## config.mk

```make
export PLATFORM = sky130hd
export DESIGN_NAME = gpd_top
export DESIGN_NICKNAME = d
export VERILOG_FILES = /design/src/gpd_pkg.sv /design/src/gpd_sync.sv /design/src/gpd_top.sv
export SDC_FILE = /design/constraint.sdc
export NUM_CORES = 1
export LEC_CHECK = 0
export BUFFER_PORTS_ARGS = -buffer_cell sky130_fd_sc_hd__buf_2
export CAP_MARGIN = 40
export CELL_PAD_IN_SITES_DETAIL_PLACEMENT = 2
export CELL_PAD_IN_SITES_GLOBAL_PLACEMENT = 2
export CORE_MARGIN = 2
export CORE_UTILIZATION = 42
export CTS_CLUSTER_DIAMETER = 40
export CTS_CLUSTER_SIZE = 16
export DETAILED_ROUTE_END_ITERATION = 10
export PLACE_DENSITY_LB_ADDON = 0.1
export SLEW_MARGIN = 20
export SYNTH_ARGS = -nofsm -noshare
export SYNTH_HDL_FRONTEND = slang
export SYNTH_HIERARCHICAL = 1
export SYNTH_SLANG_ARGS = --single-unit
```

## constraint.sdc

```tcl
create_clock -name i_clk -period 4.8 [get_ports i_clk]
set_clock_uncertainty 0.15 [all_clocks]
set_input_delay 0 -clock i_clk [delete_from_list [all_inputs] [get_ports i_clk]]
set_output_delay 0 -clock i_clk [all_outputs]
set_load 0.02 [all_outputs]
```

## src/gpd_pkg.sv

```systemverilog
package gpd_pkg;

	localparam int NPORT = 8;
	localparam int NPIN = 8;
	localparam int ADDR_W = 15;

	// Each port owns a 4 KB window; port index sits above the in-window offset
	localparam int PORT_SEL_LSB = 12;
	localparam int PORT_SEL_W = 3;
	localparam int MASK_LSB = 2;
	localparam int MASK_MSB = 9;

	localparam logic [11:0] OFF_DATA_LAST = 12'h3FC;
	localparam logic [11:0] OFF_DIR = 12'h400;
	localparam logic [11:0] OFF_AFSEL = 12'h404;
	localparam logic [11:0] OFF_PUR = 12'h408;
	localparam logic [11:0] OFF_PDR = 12'h40C;
	localparam logic [11:0] OFF_DEN = 12'h410;
	localparam logic [11:0] OFF_PIN = 12'h414;

	localparam logic [7:0] RST_DATA = 8'h00;
	localparam logic [7:0] RST_DIR = 8'h00;
	localparam logic [7:0] RST_CFG_OFF = 8'h00;
	localparam logic [2:0] DBG_PORT_B = 3'h1;
	localparam logic [2:0] DBG_PORT_C = 3'h2;
	localparam logic [7:0] DBG_MASK_B = 8'h80;
	localparam logic [7:0] DBG_MASK_C = 8'h0F;
	localparam int TRST_BIT = 7;

	typedef struct packed {
		logic psel;
		logic penable;
		logic pwrite;
		logic [ADDR_W-1:0] paddr;
		logic [31:0] pwdata;
		logic [3:0] pstrb;
	} gpd_apb_req_t;

	typedef struct packed {
		logic [31:0] prdata;
		logic pready;
		logic pslverr;
	} gpd_apb_rsp_t;

	typedef struct packed {
		logic [7:0] data;
		logic [7:0] dir;
		logic [7:0] afsel;
		logic [7:0] pur;
		logic [7:0] pdr;
		logic [7:0] den;
	} gpd_cfg_t;

	typedef struct packed {
		logic [7:0] out;
		logic [7:0] oe;
		logic [7:0] pu;
		logic [7:0] pd;
		logic [7:0] den;
	} gpd_pad_t;

	typedef struct packed {
		logic [7:0] out;
		logic [7:0] oe;
	} gpd_alt_t;

	// Pins that come out of reset owned by the debug port
	function automatic logic [7:0] gpd_debug_mask(input logic [2:0] port);
		logic [7:0] m;
		m = 8'h00;
		if (port == DBG_PORT_B)
			m = DBG_MASK_B;
		else if (port == DBG_PORT_C)
			m = DBG_MASK_C;
		return m;
	endfunction

endpackage

```

## src/gpd_sync.sv

```systemverilog
`timescale 1ns/1ns
module gpd_sync
	import gpd_pkg::*;
#(
	parameter int W = 64
)(
	input wire logic i_clk,
	input wire logic i_rstn,
	input wire logic [W-1:0] i_async,
	output logic [W-1:0] o_sync
);

	typedef struct packed {
		logic [W-1:0] ff1;
		logic [W-1:0] ff2;
		logic [W-1:0] ff3;
		logic [W-1:0] val;
	} gpd_sync_st_t;

	gpd_sync_st_t st_q;
	gpd_sync_st_t st_d;
	logic [W-1:0] differ;

	always_comb
	begin
		st_d = st_q;
		st_d.ff1 = i_async;
		st_d.ff2 = st_q.ff1;
		st_d.ff3 = st_q.ff2;
		differ = st_q.ff2 ^ st_q.ff3;
		// A bit moves only once the second and third stages agree
		st_d.val = (~differ & st_q.ff3) | (differ & st_q.val);
	end

	always_ff @(posedge i_clk or negedge i_rstn)
	begin
		if (!i_rstn)
			st_q <= '0;
		else
			st_q <= st_d;
	end

	assign o_sync = st_q.val;

endmodule

```

## src/gpd_top.sv

```systemverilog
// The register offsets and register access over APB were left to the implementer.
`timescale 1ns/1ns
module gpd_top
	import gpd_pkg::*;
(
	input wire logic i_clk,
	input wire logic i_rstn,
	input wire gpd_apb_req_t i_apb,
	output gpd_apb_rsp_t o_apb,
	input wire logic [NPORT-1:0][NPIN-1:0] i_pad_in,
	input wire gpd_alt_t [NPORT-1:0] i_alt,
	output gpd_pad_t [NPORT-1:0] o_pad,
	output logic [NPORT-1:0][NPIN-1:0] o_alt_in,
	output logic o_dbg_trst_n
);

	typedef struct packed {
		gpd_cfg_t [NPORT-1:0] cfg;
		gpd_pad_t [NPORT-1:0] pad;
		logic [31:0] prdata;
		logic slverr;
		logic trst_n;
	} gpd_state_t;

	// Reset image: every port off except the debug pins
	function automatic gpd_state_t gpd_reset_state();
		gpd_state_t s;
		logic [7:0] dm;
		s = '0;
		for (int p = 0; p < NPORT; p++)
		begin
			dm = gpd_debug_mask(PORT_SEL_W'(p));
			s.cfg[p].data = RST_DATA;
			s.cfg[p].dir = RST_DIR;
			s.cfg[p].afsel = RST_CFG_OFF | dm;
			s.cfg[p].den = RST_CFG_OFF | dm;
			s.cfg[p].pur = RST_CFG_OFF | dm;
			s.cfg[p].pdr = RST_CFG_OFF;
			s.pad[p].pu = RST_CFG_OFF | dm;
			s.pad[p].pd = RST_CFG_OFF;
			s.pad[p].den = RST_CFG_OFF | dm;
			s.pad[p].out = 8'h00;
			s.pad[p].oe = 8'h00;
		end
		s.prdata = 32'h0000_0000;
		s.slverr = 1'b0;
		s.trst_n = 1'b1;
		return s;
	endfunction

	localparam gpd_state_t ST_RST = gpd_reset_state();

	// Per-bit mask taken straight from the address: bit n uses address bit n+2
	function automatic logic [7:0] gpd_addr_mask(input logic [ADDR_W-1:0] a);
		return a[MASK_MSB:MASK_LSB];
	endfunction

	function automatic logic [7:0] gpd_merge(input logic [7:0] old_v,
			input logic [7:0] new_v, input logic [7:0] m);
		return (old_v & ~m) | (new_v & m);
	endfunction

	gpd_state_t st_q;
	gpd_state_t st_d;
	logic [NPORT-1:0][NPIN-1:0] pin_sync;

	logic setup;
	logic access;
	logic wr_en;
	logic [PORT_SEL_W-1:0] port;
	logic [11:0] off;
	logic [7:0] amask;
	logic [7:0] wbyte;
	logic [7:0] rbyte;
	logic rd_err;
	logic wr_data;
	logic wr_dir;
	logic wr_afsel;
	logic wr_pur;
	logic wr_pdr;
	logic wr_den;
	logic in_data;

	// Pads come from the board: three stages, change taken once two agree
	gpd_sync #(
		.W(NPORT * NPIN)
	) u_pin_sync (
		.i_clk(i_clk),
		.i_rstn(i_rstn),
		.i_async(i_pad_in),
		.o_sync(pin_sync)
	);

	// Address decode shared by setup (read/error) and access (write)
	always_comb
	begin
		setup = i_apb.psel & ~i_apb.penable;
		access = i_apb.psel & i_apb.penable;
		port = i_apb.paddr[PORT_SEL_LSB +: PORT_SEL_W];
		off = i_apb.paddr[11:0];
		amask = gpd_addr_mask(i_apb.paddr);
		wbyte = i_apb.pwdata[7:0];
		in_data = (off <= OFF_DATA_LAST);
		wr_en = access & i_apb.pwrite & ~st_q.slverr & i_apb.pstrb[0];
		wr_data = 1'b0;
		wr_dir = 1'b0;
		wr_afsel = 1'b0;
		wr_pur = 1'b0;
		wr_pdr = 1'b0;
		wr_den = 1'b0;
		rbyte = 8'h00;
		rd_err = 1'b0;
		if (i_apb.paddr[1:0] != 2'b00)
		begin
			rd_err = 1'b1;
		end
		else if (in_data)
		begin
			rbyte = st_q.cfg[port].data & amask;
			wr_data = wr_en;
		end
		else if (off == OFF_DIR)
		begin
			rbyte = st_q.cfg[port].dir;
			wr_dir = wr_en;
		end
		else if (off == OFF_AFSEL)
		begin
			rbyte = st_q.cfg[port].afsel;
			wr_afsel = wr_en;
		end
		else if (off == OFF_PUR)
		begin
			rbyte = st_q.cfg[port].pur;
			wr_pur = wr_en;
		end
		else if (off == OFF_PDR)
		begin
			rbyte = st_q.cfg[port].pdr;
			wr_pdr = wr_en;
		end
		else if (off == OFF_DEN)
		begin
			rbyte = st_q.cfg[port].den;
			wr_den = wr_en;
		end
		else if (off == OFF_PIN)
		begin
			// Read-only view of the filtered pads; writes are accepted and dropped
			rbyte = pin_sync[port];
		end
		else
		begin
			rd_err = 1'b1;
		end
	end

	always_comb
	begin
		st_d = st_q;

		// Read data and error are latched in the setup cycle so that the
		// access cycle can complete with no wait state
		if (setup)
		begin
			st_d.slverr = rd_err;
			st_d.prdata = (i_apb.pwrite || rd_err) ? 32'h0000_0000 : {24'h000000, rbyte};
		end

		if (wr_data)
		begin
			st_d.cfg[port].data = gpd_merge(st_q.cfg[port].data, wbyte, amask);
		end
		if (wr_dir)
		begin
			st_d.cfg[port].dir = wbyte;
		end
		if (wr_afsel)
		begin
			st_d.cfg[port].afsel = wbyte;
		end
		if (wr_pur)
		begin
			st_d.cfg[port].pur = wbyte;
		end
		if (wr_pdr)
		begin
			st_d.cfg[port].pdr = wbyte;
		end
		if (wr_den)
		begin
			st_d.cfg[port].den = wbyte;
		end

		for (int p = 0; p < NPORT; p++)
		begin
			// Input bits with DEN set follow the pad every cycle (others read 0), so a
			// software write to an input bit is replaced by the capture in the same cycle
			st_d.cfg[p].data = (st_d.cfg[p].data & st_q.cfg[p].dir)
				| (pin_sync[p] & st_q.cfg[p].den & ~st_q.cfg[p].dir);

			// Output stage is registered so the pads see one clean edge
			st_d.pad[p].out = (st_q.cfg[p].afsel & i_alt[p].out)
				| (~st_q.cfg[p].afsel & st_q.cfg[p].data);
			st_d.pad[p].oe = st_q.cfg[p].den & ((st_q.cfg[p].afsel & i_alt[p].oe)
				| (~st_q.cfg[p].afsel & st_q.cfg[p].dir));
			st_d.pad[p].pu = st_q.cfg[p].pur;
			st_d.pad[p].pd = st_q.cfg[p].pdr;
			st_d.pad[p].den = st_q.cfg[p].den;
		end

		// Debug reset follows the pad only while the pin belongs to the
		// debug function; as a plain GPIO it can no longer reset the debugger
		if (st_q.cfg[DBG_PORT_B].afsel[TRST_BIT] && st_q.cfg[DBG_PORT_B].den[TRST_BIT])
		begin
			st_d.trst_n = pin_sync[DBG_PORT_B][TRST_BIT];
		end
		else
		begin
			st_d.trst_n = 1'b1;
		end
	end

	// One reset input carries both power-on and the external reset pin
	always_ff @(posedge i_clk or negedge i_rstn)
	begin
		if (!i_rstn)
			st_q <= ST_RST;
		else
			st_q <= st_d;
	end

	always_comb
	begin
		o_apb.prdata = st_q.prdata;
		o_apb.pready = 1'b1;
		o_apb.pslverr = access & st_q.slverr;
		o_pad = st_q.pad;
		o_dbg_trst_n = st_q.trst_n;
		for (int p = 0; p < NPORT; p++)
		begin
			// Peripherals see the filtered pad only where they own the pin
			o_alt_in[p] = pin_sync[p] & st_q.cfg[p].afsel & st_q.cfg[p].den;
		end
	end

endmodule

```

==> results_dict.tcl <==
set metrics [dict create \
    timing.hold.ws_ns -0.01665 \
    synth_flop_cell "dfrtp_1" \
    antenna_found_initial 4 \
    end_kind "flop" \
    rsz0062_at_grt "no" \
    vias 28426 \
    grt_pass1_wl_um 251900 \
    core-area_mm2 0.09459 \
    clkSlewWorstSetupHoldPaths_ns 0.06 \
    syn_area_mm2 0.03987 \
    dr.pass1.iters 6 \
    grt_pass1_vias 32736 \
    die_y_um 312.1 \
    maxCapViolCount 0 \
    dp_hpwl_um 106900 \
    r2r_cells 8 \
    initial_core_util_pct 42.15 \
    arrival_ns 4.05 \
    netlist_instances 2857 \
    maxSlewHeadroom_pct 32.16 \
    status "finished, violations left" \
    hold_viol 1 \
    setup_viol 0 \
    clock_path_buffers 3 \
    routedWlPerCell_um 35.26 \
    drtIter0Drc 2124 \
    min_to "st_q[381]$_DFFE_PN0P_" \
    cts_tree "yes" \
    period_needed_ns 3.596 \
    tightest_slew_ns 1.014 \
    die_area_mm2 0.09741 \
    drv_slew 0 \
    fill_cells 8591 \
    drive_above_1_share_pct 41.26 \
    synth_edf_count 0 \
    holdPathStages 3 \
    violations "negative hold slack" \
    viasPerCell 5.673 \
    power.density_mw_per_mm2 410.1 \
    critPathKind "input pin to flop" \
    yosys_warnings 6 \
    routed_wl_um 176700 \
    min_period_over_period_pct 74.93 \
    cts-buffers-inserted 148 \
    grtUsageTotal_pct 36.41 \
    hold_path_class "input pin to flop" \
    grt_max_degree 129 \
    nets 3873 \
    cp_data_required_time_ns 5.25 \
    stdcell_count 5011 \
    async_flop_share_pct 100.0 \
    synth.distinct_cells 66 \
    port_buffers 614 \
    hold_start "i_apb[7]" \
    postCtsSetupBuffers 0 \
    io_pins 667 \
    insertion_delay_ns 0.75 \
    crit_path_max_fanout 7 \
    ys_ff_latch 970 \
    die_x_um 312.1 \
    gp_congestion 0.8274 \
    p_leak_nw 25.76 \
    clock.fmax_mhz 278.1 \
    tns_ns 0 \
    dp_cells 4323 \
    htreeDepth 4 \
    floorplan.rows 113 \
    vdd_drop_max_mv 0.3218 \
    syn_to_final_growth_pct 28.65 \
    reg2reg_to "o_apb[6]$_DFFE_PN0P_" \
    syn_avg_cell_area_um2 13.96 \
    ff2ff_setup_slack_ns 1.47 \
    cts_root_buf "clkbuf_16" \
    ctsResizeCount 0 \
    detail-route-antenna-nets 0 \
    worstSetupStartpointType "input pin" \
    overflow 0 \
    ys_seq_area_share_pct 60.96 \
    drc 0 \
    cts_num_sinks 970 \
]
## cell families after synthesis
logic type / Yosys count / synth area share, %
flops: 970 / 60.96
buf+inv: 517 / 8.865
other cells: 2 / 0.01884
compound gates: 344 / 5.360
mux: 627 / 18.27
simple gates: 333 / 4.717
fa+ha+maj: 64 / 1.808
## stage by stage
stage | setup slack (ns) | instance area [µm²] | total power [W] | utilization (%)
floorplan | 2.385 | 39960 | 0.008932 | -
global placement | 1.532 | 41660 | 0.009337 | 44.05
detailed placement | 1.530 | 41930 | 0.009385 | 44.32
CTS | 1.470 | 51230 | 0.02089 | 54.17
global route | 1.146 | 51290 | 0.02154 | 54.23
finish | 1.204 | 51300 | 0.02103 | 54.23
## critical path, stage by stage
cell and delay (ns):
dlygate4sd3_1 0.60, buf_2 0.24, nor3_1 0.62, nand4_1 0.59
a211oi_1 0.43, nor2_1 0.12, a22oi_1 0.21, dlygate4sd3_1 0.60
a31oi_1 0.05, dlygate4sd3_1 0.57
## cell usage in the layout, fill, tap and decap left out, drive strengths merged, types with 6 or more instances in the layout
| cell type | count |
|---|---|
| nand2 | 76 |
| dfrtp | 944 |
| mux4 | 37 |
| dlygate4sd3 | 413 |
| mux2i | 154 |
| a22oi | 8 |
| nand2b | 9 |
| and3 | 65 |
| o21ai | 19 |
| nand4 | 11 |
| conb | 25 |
| maj3 | 64 |
| clkbuf | 186 |
| or3 | 6 |
| o22ai | 55 |
| buf | 693 |
| nor2 | 64 |
| a211oi | 15 |
| a21oi | 169 |
| inv | 26 |
| bufinv | 20 |
| dfstp | 26 |
| nor3 | 6 |
| o221ai | 39 |
| a221oi | 13 |
| clkinv | 31 |
| clkinvlp | 10 |
| nor2b | 68 |
| mux2 | 436 |
## area by class of cell
| class | instances | area, µm² | share of cell area (%) |
|---|---|---|---|
| well taps | 1265 | 1583 | 3.086 |
| flip-flops and latches | 970 | 24310 | 47.38 |
| inverters | 6 | 22.52 | 0.04391 |
| clock inverters | 81 | 1066 | 2.078 |
| multi-input cells | 1393 | 12150 | 23.69 |
| diodes | 4 | 10.01 | 0.01951 |
| repair buffers | 1106 | 8073 | 15.74 |
| clock buffers | 186 | 4081 | 7.957 |
## Yosys cell counts, types with 11 or more instances
cell      count  share of area [%]
maj3_2       64                1.8
mux2i_1     154                3.9
nor2_1       52               0.49
a211oi_1     15               0.28
nor2b_1      68                1.1
o21ai_0      17               0.21
and3_1       65                1.0
a221oi_1     13               0.29
mux2_2      429                 12
dfstp_2      26                1.7
mux4_2       37                2.1
clkbuf_1     67               0.63
o22ai_1      55               0.86
nor2_2       11               0.17
dfrtp_1     944                 59
o221ai_1     39               0.86
nand2_2      16               0.25
a21oi_1     169                2.1
buf_2        23               0.29
nand2_1      60               0.56
buf_4       417                7.9
## where the power goes
group          switching (W)  leakage [nW]  total, W  internal, W
clock                0.00431          2.51    0.0115      0.00715
sequential          0.000145          12.9   0.00847      0.00832
combinational       0.000636          10.4   0.00111     0.000471
total                0.00509          25.8    0.0210       0.0159
## layer usage
layer / routed length, µm / track usage [%]
met1: 67310 / 44.34
met2: 87980 / 61.45
met3: 12430 / 8.208
met4: 8950 / 17.35
met5: 7 / 0
## worst max path at each step
stage | startpoint | endpoint | slack [ns] | cells after the start
6_report | i_apb[43] | o_apb[9]$_DFFE_PN0P_ | 1.20 | 10
5_1_grt | i_apb[43] | o_apb[9]$_DFFE_PN0P_ | 1.15 | 10
4_1_cts | i_apb[43] | o_apb[9]$_DFFE_PN0P_ | 1.47 | 10
3_5_place_dp | i_apb[50] | flop | 1.53 | 8
3_3_place_gp | i_apb[48] | o_apb[3]$_DFFE_PN0P_ | 1.53 | 7
2_1_floorplan | st_q[1]$_DFFE_PN0P_ | st_d[274]$_DFFE_PN0P_ | 2.39 | 6
## timing repair
action                      CTS  global route
hold endpoints to repair   1343             0
hold buffers                414             0
setup endpoints to repair     0             0
Note: power is estimated with default switching activity, not from simulation.
